### src/logic/psm_pkg.sv
// package for the power-state manager: states, clock selects, carriers
package psm_pkg;

  // power states, one-hot
  typedef enum logic [2:0] {
    PSM_ACTIVE = 3'b001,
    PSM_IDLE   = 3'b010,
    PSM_SLEEP  = 3'b100
  } psm_state_t;

  // core clock source select codes
  localparam logic [1:0] PSM_CLK_FAST_12M  = 2'h0; // fast osc divided by two
  localparam logic [1:0] PSM_CLK_FAST_IDLE = 2'h1; // fast osc divided to 4-6 MHz
  localparam logic [1:0] PSM_CLK_SLOW      = 2'h2; // slow osc direct

  // frequency figures in kHz, for reference by the clock unit
  localparam int PSM_FAST_OSC_KHZ   = 24000;
  localparam int PSM_SLOW_OSC_KHZ   = 100;
  localparam int PSM_ACTIVE_KHZ     = 12000;
  localparam int PSM_IDLE_MIN_KHZ   = 4000;
  localparam int PSM_IDLE_MAX_KHZ   = 6000;
  localparam int PSM_IDLE_DIVIDE    = PSM_FAST_OSC_KHZ / PSM_IDLE_MAX_KHZ;

  // wake and request events, all pin-level inputs
  typedef struct packed {
    logic cc_attached;   // type-c connection present
    logic pd_msg;        // pd message in progress on cc
    logic i2c_busy;      // i2c host traffic
    logic idle_req;      // firmware asks to drop to idle
    logic sleep_req;     // firmware asks to drop to sleep
  } psm_events_t;

  // clock and service controls toward the core
  typedef struct packed {
    logic       fast_osc_en;
    logic       slow_osc_en;
    logic [1:0] clk_sel;
    logic       pd_enable;
    logic       i2c_enable;
    logic       spi_enable;
    logic       pd_drop_msg;
  } psm_ctrl_t;

  localparam psm_ctrl_t PSM_CTRL_RESET = '{
    fast_osc_en: 1'b1, slow_osc_en: 1'b1, clk_sel: PSM_CLK_FAST_12M,
    pd_enable: 1'b1, i2c_enable: 1'b1, spi_enable: 1'b1, pd_drop_msg: 1'b0};

endpackage

### src/logic/psm_power_manager.sv
// power-state manager: active/idle/sleep sequencing and clock control
`timescale 1ns/1ps
`default_nettype none

module psm_power_manager (
  input  wire logic                 clock,
  input  wire logic                 rstn,
  input  wire psm_pkg::psm_events_t events_in,
  input  wire logic                 regulator_from_vbus,
  input  wire logic                 boot_config_done,
  output psm_pkg::psm_state_t       power_state,
  output psm_pkg::psm_ctrl_t        core_ctrl,
  output logic                      sink_only,
  output logic                      host_ctrl_ready
);

  // two-flop synchronisers for all pin inputs
  localparam int NSYNC = 7;
  logic [NSYNC-1:0] raw_in;
  logic [NSYNC-1:0] meta_reg;
  logic [NSYNC-1:0] sync_reg;
  assign raw_in = {events_in, regulator_from_vbus, boot_config_done};

  genvar gi;
  generate
    for (gi = 0; gi < NSYNC; gi++) begin : g_sync
      always_ff @(posedge clock or negedge rstn) begin
        if (!rstn) begin
          meta_reg[gi] <= 1'b0;
          sync_reg[gi] <= 1'b0;
        end else begin
          meta_reg[gi] <= raw_in[gi];
          sync_reg[gi] <= meta_reg[gi];
        end
      end
    end
  endgenerate

  psm_pkg::psm_events_t ev;
  logic                 vbus_s;
  logic                 boot_s;
  assign {ev, vbus_s, boot_s} = sync_reg;

  // previous attach level for attach/detach edge detection
  logic attach_prev_reg;
  logic attach_prev_next;
  logic pd_prev_reg;
  logic pd_prev_next;
  logic attach_chg;
  logic pd_start;
  logic pd_end;

  always_comb begin
    attach_prev_next = ev.cc_attached;
    pd_prev_next     = ev.pd_msg;
  end

  always_ff @(posedge clock or negedge rstn) begin
    if (!rstn) begin
      attach_prev_reg <= 1'b0;
      pd_prev_reg     <= 1'b0;
    end else begin
      attach_prev_reg <= attach_prev_next;
      pd_prev_reg     <= pd_prev_next;
    end
  end

  assign attach_chg = ev.cc_attached ^ attach_prev_reg;
  assign pd_start   = ev.pd_msg & ~pd_prev_reg;
  assign pd_end     = ~ev.pd_msg & pd_prev_reg;

  // state machine with drop-next-message flag
  psm_pkg::psm_state_t state_reg;
  psm_pkg::psm_state_t state_next;
  logic                drop_reg;
  logic                drop_next;

  always_comb begin
    state_next = state_reg;
    drop_next  = drop_reg;
    // flag covers only the waking message
    // it clears when that message ends, so the partner's retry is served
    if (drop_reg && pd_end) begin
      drop_next = 1'b0;
    end
    case (state_reg)
      psm_pkg::PSM_ACTIVE: begin
        if (ev.sleep_req && !ev.cc_attached && !ev.i2c_busy && !attach_chg) begin
          state_next = psm_pkg::PSM_SLEEP;
        end else if (ev.idle_req && !ev.i2c_busy && !attach_chg) begin
          state_next = psm_pkg::PSM_IDLE;
        end
      end
      psm_pkg::PSM_IDLE: begin
        if (attach_chg || ev.i2c_busy) begin
          state_next = psm_pkg::PSM_ACTIVE;
        end else if (pd_start) begin
          state_next = psm_pkg::PSM_ACTIVE;
          drop_next  = 1'b1;
        end else if (ev.sleep_req && !ev.cc_attached) begin
          state_next = psm_pkg::PSM_SLEEP;
        end
      end
      psm_pkg::PSM_SLEEP: begin
        if (attach_chg || ev.i2c_busy || ev.cc_attached) begin
          state_next = psm_pkg::PSM_ACTIVE;
        end
      end
      default: begin
        state_next = psm_pkg::PSM_ACTIVE;
      end
    endcase
  end

  always_ff @(posedge clock or negedge rstn) begin
    if (!rstn) begin
      state_reg <= psm_pkg::PSM_ACTIVE;
      drop_reg  <= 1'b0;
    end else begin
      state_reg <= state_next;
      drop_reg  <= drop_next;
    end
  end

  // clock and service controls, registered from the next state
  psm_pkg::psm_ctrl_t ctrl_reg;
  psm_pkg::psm_ctrl_t ctrl_next;
  logic               sink_reg;
  logic               sink_next;
  logic               host_reg;
  logic               host_next;

  always_comb begin
    ctrl_next = psm_pkg::PSM_CTRL_RESET;
    ctrl_next.slow_osc_en = 1'b1;
    case (state_next)
      psm_pkg::PSM_IDLE: begin
        ctrl_next.clk_sel    = psm_pkg::PSM_CLK_FAST_IDLE;
        ctrl_next.pd_enable  = 1'b0;
        ctrl_next.spi_enable = 1'b0;
      end
      psm_pkg::PSM_SLEEP: begin
        ctrl_next.fast_osc_en = 1'b0;
        ctrl_next.clk_sel     = psm_pkg::PSM_CLK_SLOW;
        ctrl_next.pd_enable   = 1'b0;
        ctrl_next.i2c_enable  = 1'b0;
        ctrl_next.spi_enable  = 1'b0;
      end
      default: begin
        ctrl_next.clk_sel = psm_pkg::PSM_CLK_FAST_12M;
      end
    endcase
    ctrl_next.pd_drop_msg = drop_next;
    sink_next = vbus_s;
    // host control after boot bundle load
    host_next = boot_s & ctrl_next.i2c_enable;
  end

  always_ff @(posedge clock or negedge rstn) begin
    if (!rstn) begin
      ctrl_reg <= psm_pkg::PSM_CTRL_RESET;
      sink_reg <= 1'b1; // safe until supply source is known
      host_reg <= 1'b0;
    end else begin
      ctrl_reg <= ctrl_next;
      sink_reg <= sink_next;
      host_reg <= host_next;
    end
  end

  assign power_state     = state_reg;
  assign core_ctrl       = ctrl_reg;
  assign sink_only       = sink_reg;
  assign host_ctrl_ready = host_reg;

  // assertions
  property p_one_state;
    @(posedge clock) disable iff (!rstn) $onehot(state_reg);
  endproperty
  a_one_state: assert property (p_one_state) else $error("state not one-hot");

  property p_sleep_unconn;
    @(posedge clock) disable iff (!rstn)
      (state_reg == psm_pkg::PSM_ACTIVE && state_next == psm_pkg::PSM_SLEEP) |-> !ev.cc_attached;
  endproperty
  a_sleep_unconn: assert property (p_sleep_unconn) else $error("sleep while connected");

  property p_sleep_clock;
    @(posedge clock) disable iff (!rstn)
      state_reg == psm_pkg::PSM_SLEEP |->
        !core_ctrl.fast_osc_en && core_ctrl.clk_sel == psm_pkg::PSM_CLK_SLOW;
  endproperty
  a_sleep_clock: assert property (p_sleep_clock) else $error("sleep clock wrong");

  property p_pd_wake;
    @(posedge clock) disable iff (!rstn)
      (state_reg == psm_pkg::PSM_IDLE && pd_start) |=> state_reg == psm_pkg::PSM_ACTIVE;
  endproperty
  a_pd_wake: assert property (p_pd_wake) else $error("pd did not wake idle");

  property p_drop_first;
    @(posedge clock) disable iff (!rstn)
      (state_reg == psm_pkg::PSM_IDLE && pd_start && !attach_chg && !ev.i2c_busy)
        |=> core_ctrl.pd_drop_msg;
  endproperty
  a_drop_first: assert property (p_drop_first) else $error("first message not dropped");

  property p_pd_only_active;
    @(posedge clock) disable iff (!rstn)
      core_ctrl.pd_enable |-> state_reg == psm_pkg::PSM_ACTIVE;
  endproperty
  a_pd_only_active: assert property (p_pd_only_active) else $error("pd outside active");

  property p_i2c_wake;
    @(posedge clock) disable iff (!rstn)
      (state_reg == psm_pkg::PSM_SLEEP && ev.i2c_busy) |=> state_reg == psm_pkg::PSM_ACTIVE;
  endproperty
  a_i2c_wake: assert property (p_i2c_wake) else $error("i2c did not wake sleep");

  property p_sink_only;
    @(posedge clock) disable iff (!rstn) vbus_s |=> sink_only;
  endproperty
  a_sink_only: assert property (p_sink_only) else $error("source allowed on vbus power");

  property p_slow_on;
    @(posedge clock) disable iff (!rstn) core_ctrl.slow_osc_en;
  endproperty
  a_slow_on: assert property (p_slow_on) else $error("slow oscillator off");

  property p_attach_wake;
    @(posedge clock) disable iff (!rstn)
      (state_reg != psm_pkg::PSM_ACTIVE && attach_chg) |=> state_reg == psm_pkg::PSM_ACTIVE;
  endproperty
  a_attach_wake: assert property (p_attach_wake) else $error("attach did not wake");

endmodule

`default_nettype wire

### config.mk
export PLATFORM = sky130hd
export DESIGN_NAME = psm_power_manager
export DESIGN_NICKNAME = d
export VERILOG_FILES = /design/src/logic/psm_pkg.sv /design/src/logic/psm_power_manager.sv
export SDC_FILE = /design/constraint.sdc
export NUM_CORES = 1
export LEC_CHECK = 0
export ABC_AREA = 1
export BUFFER_PORTS_ARGS = -buffer_cell sky130_fd_sc_hd__buf_2
export CAP_MARGIN = 20
export CORE_MARGIN = 5
export CORE_UTILIZATION = 45
export CTS_CLUSTER_DIAMETER = 50
export DETAILED_ROUTE_END_ITERATION = 8
export HOLD_SLACK_MARGIN = 0.05
export PLACE_DENSITY = 0.71
export REMOVE_ABC_BUFFERS = 1
export SKIP_CTS_REPAIR_TIMING = 1
export SYNTH_ARGS = -nofsm -noshare
export SYNTH_HDL_FRONTEND = slang
export SYNTH_SLANG_ARGS = --single-unit
### constraint.sdc
create_clock -name clock -period 1.1 [get_ports clock]
set_clock_uncertainty 0.05 [all_clocks]
set_input_delay 0.165 -clock clock [delete_from_list [all_inputs] [get_ports clock]]
set_output_delay 0.165 -clock clock [all_outputs]
set_load 0.03 [all_outputs]
# Yosys cells after proc, flatten, opt, wreduce, memory -nomap -nowiden
# Cells that the tools add are included.
word_totals:
  ff_bits: 26
  latch_bits: 0
  mem_bits_rw: 0
  romBits: 0
  inputBits: 9
  output_inout_bits: 13
  elab_cells: 60
  mem_count: 0
op_classes:
  n_addsub: 0
  n_mul: 0
  div_mod_pow: 0
  n_lt_le_gt_ge: 0
  eq_ne: 5
  shift: 0
  muxes: 14
  bitwise: 6
  reduce_logical: 12
op_table:
  columns: ["op", "n"]
  rows:
  - ["3-bit two-way mux", 6]
  - ["3-bit case mux with 3 select lines", 1]
  - ["3-bit by 2-bit equality test with 1-bit output, second input constant", 2]
  - ["3-bit equality test, second input constant", 2]
  - ["1-bit logical AND", 6]
  - ["1-bit two-way mux", 6]
  - ["2-bit case mux with 2 select lines", 1]
  - ["1-bit bitwise AND", 3]
  - ["3-bit by 1-bit equality test with 1-bit output, second input constant", 1]
  - ["1-bit zero test", 3]
  - ["1-bit logical OR", 2]
  - ["1-bit inverter", 2]
  - ["2-bit OR reduction", 1]
  - ["1-bit XOR", 1]

# Depth between registers and ports, before layout
depth:
  word_depth: 9
  depth_mapped: 7

# Least setup slack after synthesis
# No wires, ideal clock.
synth_timing:
  kind: "register to register"
  start: "reg state_reg[1] (netlist: power_state[1])"
  end: "reg host_reg (netlist: host_ctrl_ready)"
  t_arrival_ns: 1.042
  slack_ns: -0.106
  stages_incl_launch_ff: 8
  n_path_buf: 0
  synth_period_minus_slack_ns: 1.206
  path_cell_list: "dfrtp_1 inv_1 nor2_1 nand3_1 nand2_1 nand2_1 nand2_2 nor2_1"
synth_via:
  elab_cells_between_ends: 13
  classes_between: "eq/ne: 4; mux: 8; bitwise: 1"
synth_rtl:
  columns: ["element", "line_no", "rtl"]
  rows:
  - ["start: declaration", "psm_power_manager.sv:73", "psm_pkg::psm_state_t state_reg;"]
  - ["start signal: assignment", "psm_power_manager.sv:117", "state_reg <= psm_pkg::PSM_ACTIVE;"]
  - ["start signal: assignment", "psm_power_manager.sv:120", "state_reg <= state_next;"]
  - ["3-bit equality test, or another cell as far along", "psm_power_manager.sv:86", "case (state_reg)"]
  - ["3-bit case mux with 3 select lines (*)", "psm_power_manager.sv:86", null]
  - ["named net state_next[2]", "psm_power_manager.sv:74", "psm_pkg::psm_state_t state_next;"]
  - ["3-bit equality test (*)", "psm_power_manager.sv:136", "case (state_next)"]
  - ["1-bit two-way mux (*)", "psm_power_manager.sv:136", null]
  - ["1-bit bitwise AND (*)", "psm_power_manager.sv:156", "host_next = boot_s & ctrl_next.i2c_enable;"]
  - ["named net host_next", "psm_power_manager.sv:131", "logic host_next;"]
  - ["end signal: assignment", "psm_power_manager.sv:167", "host_reg <= host_next;"]
  - ["end: declaration", "psm_power_manager.sv:130", "logic host_reg;"]
# Mark *: on every way through the listed nets, which the timed path passes. The rest lies on a longest branch.

# Final worst setup path
layout_timing:
  start: "reg state_reg[0] (netlist: power_state[0])"
  end: "reg state_reg[0] (netlist: power_state[0])"
layout_via:
  elab_chain_len: 4
  elab_cells_between_ends: 10
  classes_between: "eq/ne: 3; mux: 7"
layout_rtl:
  columns: ["element", "line_no", "rtl"]
  rows:
  - ["3-bit two-way mux", "psm_power_manager.sv:100", "end else if (ev.sleep_req && !ev.cc_attached) begin"]
  - ["3-bit two-way mux", "psm_power_manager.sv:97", "end else if (pd_start) begin"]
  - ["3-bit two-way mux", "psm_power_manager.sv:95", "if (attach_chg || ev.i2c_busy) begin"]
  - ["3-bit case mux with 3 select lines (*)", "psm_power_manager.sv:86", null]
  - ["named net state_next[0]", "psm_power_manager.sv:74", null]
# Marks and branches as above.

==> metrics.md <==
| Metric | Value |
|---|---|
| Post-Synthesis Cells | 89 |
| Mapped Area | 951 µm² |
| Share of layout cells above drive strength 1 | 33.1% |
| Core ar. | 1980 µm² |
| Fmax | 788 MHz |
| Vias | 652 |
| Worst-Margin Slew | 0.544 ns |
| CTS sink count | 26 |
| FF+latch count, synth | 26 |
| CTS buffer count | 3 |
| Port Buffers | 20 |
| Reg clk slew, reported paths | 0.13 ns |
| GRT Util Overall | 10.4% |
| Max-Cap Viols | 0 |
| Crit-path max FO | 4 |
| Pins Over Slew Limit | 0 |
| Status | finished, violations left |
| CTS tree | yes |
| Peak VDD IR | 1.21 mV |
| Htree depth | 1 |
| Setup_tns | -1.76 ns |
| Nets | 128 |
| Tcrit/Tclk final | 115% |
| Hpwl dp | 1180 µm |
| Placer's final routability congestion estimate | 0.813 |
| Worst-Skew Late Latency | 0.31 ns |
| Die height | 56.0 µm |
| DR vias/cell | 4.50 |
| Area of placed instances | 1050 µm² |
| Unrepaired setup endpoints after global routing | true |
| Power, Total | 0.00234 W |
| Rows | 16 |
| Post-layout min period | 1.27 ns |
| Failing checks | setup timing |
| Yosys cell types | 16 |
| Final setup viols | 16 |
| Antenna viol nets, final | 0 |
| Final hold vios | 0 |
| Diode count | 0 |
| Global-route wire length before repair | 2610 µm |
| Kind of critical path | reg -> reg |
| Root buffer cell | clkbuf_4 |
| Avg WL per Cell | 11.2 µm |
| Async set-reset flop share out of synthesis | 100% |
| DRT iter0 DRCs | 7 |
| EDFF count, synth | 0 |
| PD cells | 1840 nW/µm² |
| Initial antenna violation count | 0 |
| Required @ worst endpoint | 1.30 ns |
| DR pass1 iterations | 4 |
| Filler cells | 149 |
| DRT Wirelength | 1630 µm |
| Syn_area_per_cell | 10.7 µm² |
| Worst setup EP type | register |
| Largest net degree at the start of global routing | 27 |
| Design area | 1270 µm² |
| Post-placement setup slack | -0.0825 ns |
| Gr ovfl total | 0 |
| Setup WS post-layout | -0.169 ns |
| Crit path launch type | register |
| Io pins | 22 |
| Die width | 56.0 µm |
| Seq/Total Area, Yosys | 68.9% |
| Vias in the first global route | 621 |
| Largest register FFs | 7 |
| CP Data Arrival Time | 1.46 ns |
| Initial cell density of the core | 48.0% |
| Hold crit path type | in -> async |
| Static Leak | 0.654 nW |
| Die Area | 3130 µm² |
| Synth Warn # | 0 |
| CTS Buffer Depth | 2 |
| Rel. slew slack | 63.7% |
| Commonest register cell after synthesis | dfrtp_1 |
| Layout Area Growth over Synthesis | 33.8% |
| DRC violations left | 0 |
==> layout by cell type (no fill, tap or decap) <==
cell type       n
o21ai_0         2
inv_1          14
nand2_1        14
a21oi_1         1
buf_2           9
dfstp_2         4
dfrtp_2         1
nand2_2         3
buf_4           1
nor2_4          1
bufinv_16       1
nor2_2          1
conb_1          1
nor3_2          1
buf_6          11
o21ai_1         1
nand3_2         1
clkbuf_4        3
nand4_1         2
nor2_1          6
inv_2           2
nand3_1         9
dfrtp_1        21
dlygate4sd3_1   8
==> worst paths after layout <==
kind | start | end | slack (ns) | cells past startpoint
setup / recovery | power_state[0]$_DFF_PN1_ | power_state[0]$_DFF_PN1_ | -0.17 | 8
max in group asynchronous | rstn | power_state[2]$_DFF_PN0_ | 0.29 | 2
hold reg to reg | meta_reg[4]$_DFF_PN0_ | ev[2]$_DFF_PN0_ | 0.31 | 0
min in group clock | meta_reg[4]$_DFF_PN0_ | ev[2]$_DFF_PN0_ | 0.31 | 0
setup reg to reg | power_state[0]$_DFF_PN1_ | power_state[0]$_DFF_PN1_ | -0.17 | 8
hold / removal | rstn | pd_prev_reg$_DFF_PN0_ | 0.30 | 2
==> final cells by class <==
cell class / count / area [µm²] / share of cell area [%]
clock inverters: 1 / 30.0 / 2.36
flip-flops and latches: 26 / 657 / 51.6
multi-input cells: 43 / 213 / 16.7
inverters: 16 / 60.1 / 4.72
well taps: 27 / 33.8 / 2.65
clock buffers: 3 / 22.5 / 1.77
repair buffers: 29 / 256 / 20.2
==> critical path, stage by stage, from the launching register on <==
cell and delay (ns):
dfstp_2 0.59, buf_4 0.13, nor2_1 0.04, nand2_1 0.08, inv_1 0.07, nand2_1 0.06, nand2_1 0.05, inv_1 0.06
nand3_1 0.08
==> cell usage after synthesis, types with 2 or more instances <==
cell,n,share of area (%)
buf_4,4,3.2
dfrtp_1,22,58
dfstp_2,4,11
inv_1,14,5.5
inv_2,2,0.79
nand2_1,14,5.5
nand2_2,3,2.0
nand3_1,9,4.7
nand4_1,2,1.3
nor2_1,7,2.8
o21ai_0,3,1.6
==> logic make-up (layout without fill, tap and decap cells) <==
logic type / after synthesis / after routing / share of synthesized area [%]
buffers and inverters: 20 / 49 / 9.47
and+or+nand+nor: 38 / 38 / 19.1
AOI/OAI and AO/OA: 4 / 4 / 2.10
DFF: 26 / 26 / 68.9
other: 1 / 1 / 0.394
==> stage by stage <==
stage	utilization [%]	hold slack (ns)	std cells
3_3_place_gp	53.2	0.129	132
3_5_place_dp	53.2	0.136	132
6_report	64.2	0.301	145
2_1_floorplan	-	-0.181	85
4_1_cts	55.9	-0.235	136
5_1_grt	64.2	0.333	145
==> metal layers <==
metal  wire length, µm  share of wire, %  track usage, %
met5                 0                 0               0
met1               663                41            11.4
met4                 0                 0            4.07
met2               853                52            18.2
met3               110               6.8            3.71
==> where the power goes <==
group          internal [W]  switching [W]  total (W)
registers           0.00106      0.0000642    0.00113
clock network      0.000368       0.000257   0.000625
logic              0.000243       0.000340   0.000582
(Power assumes the default switching activity.)
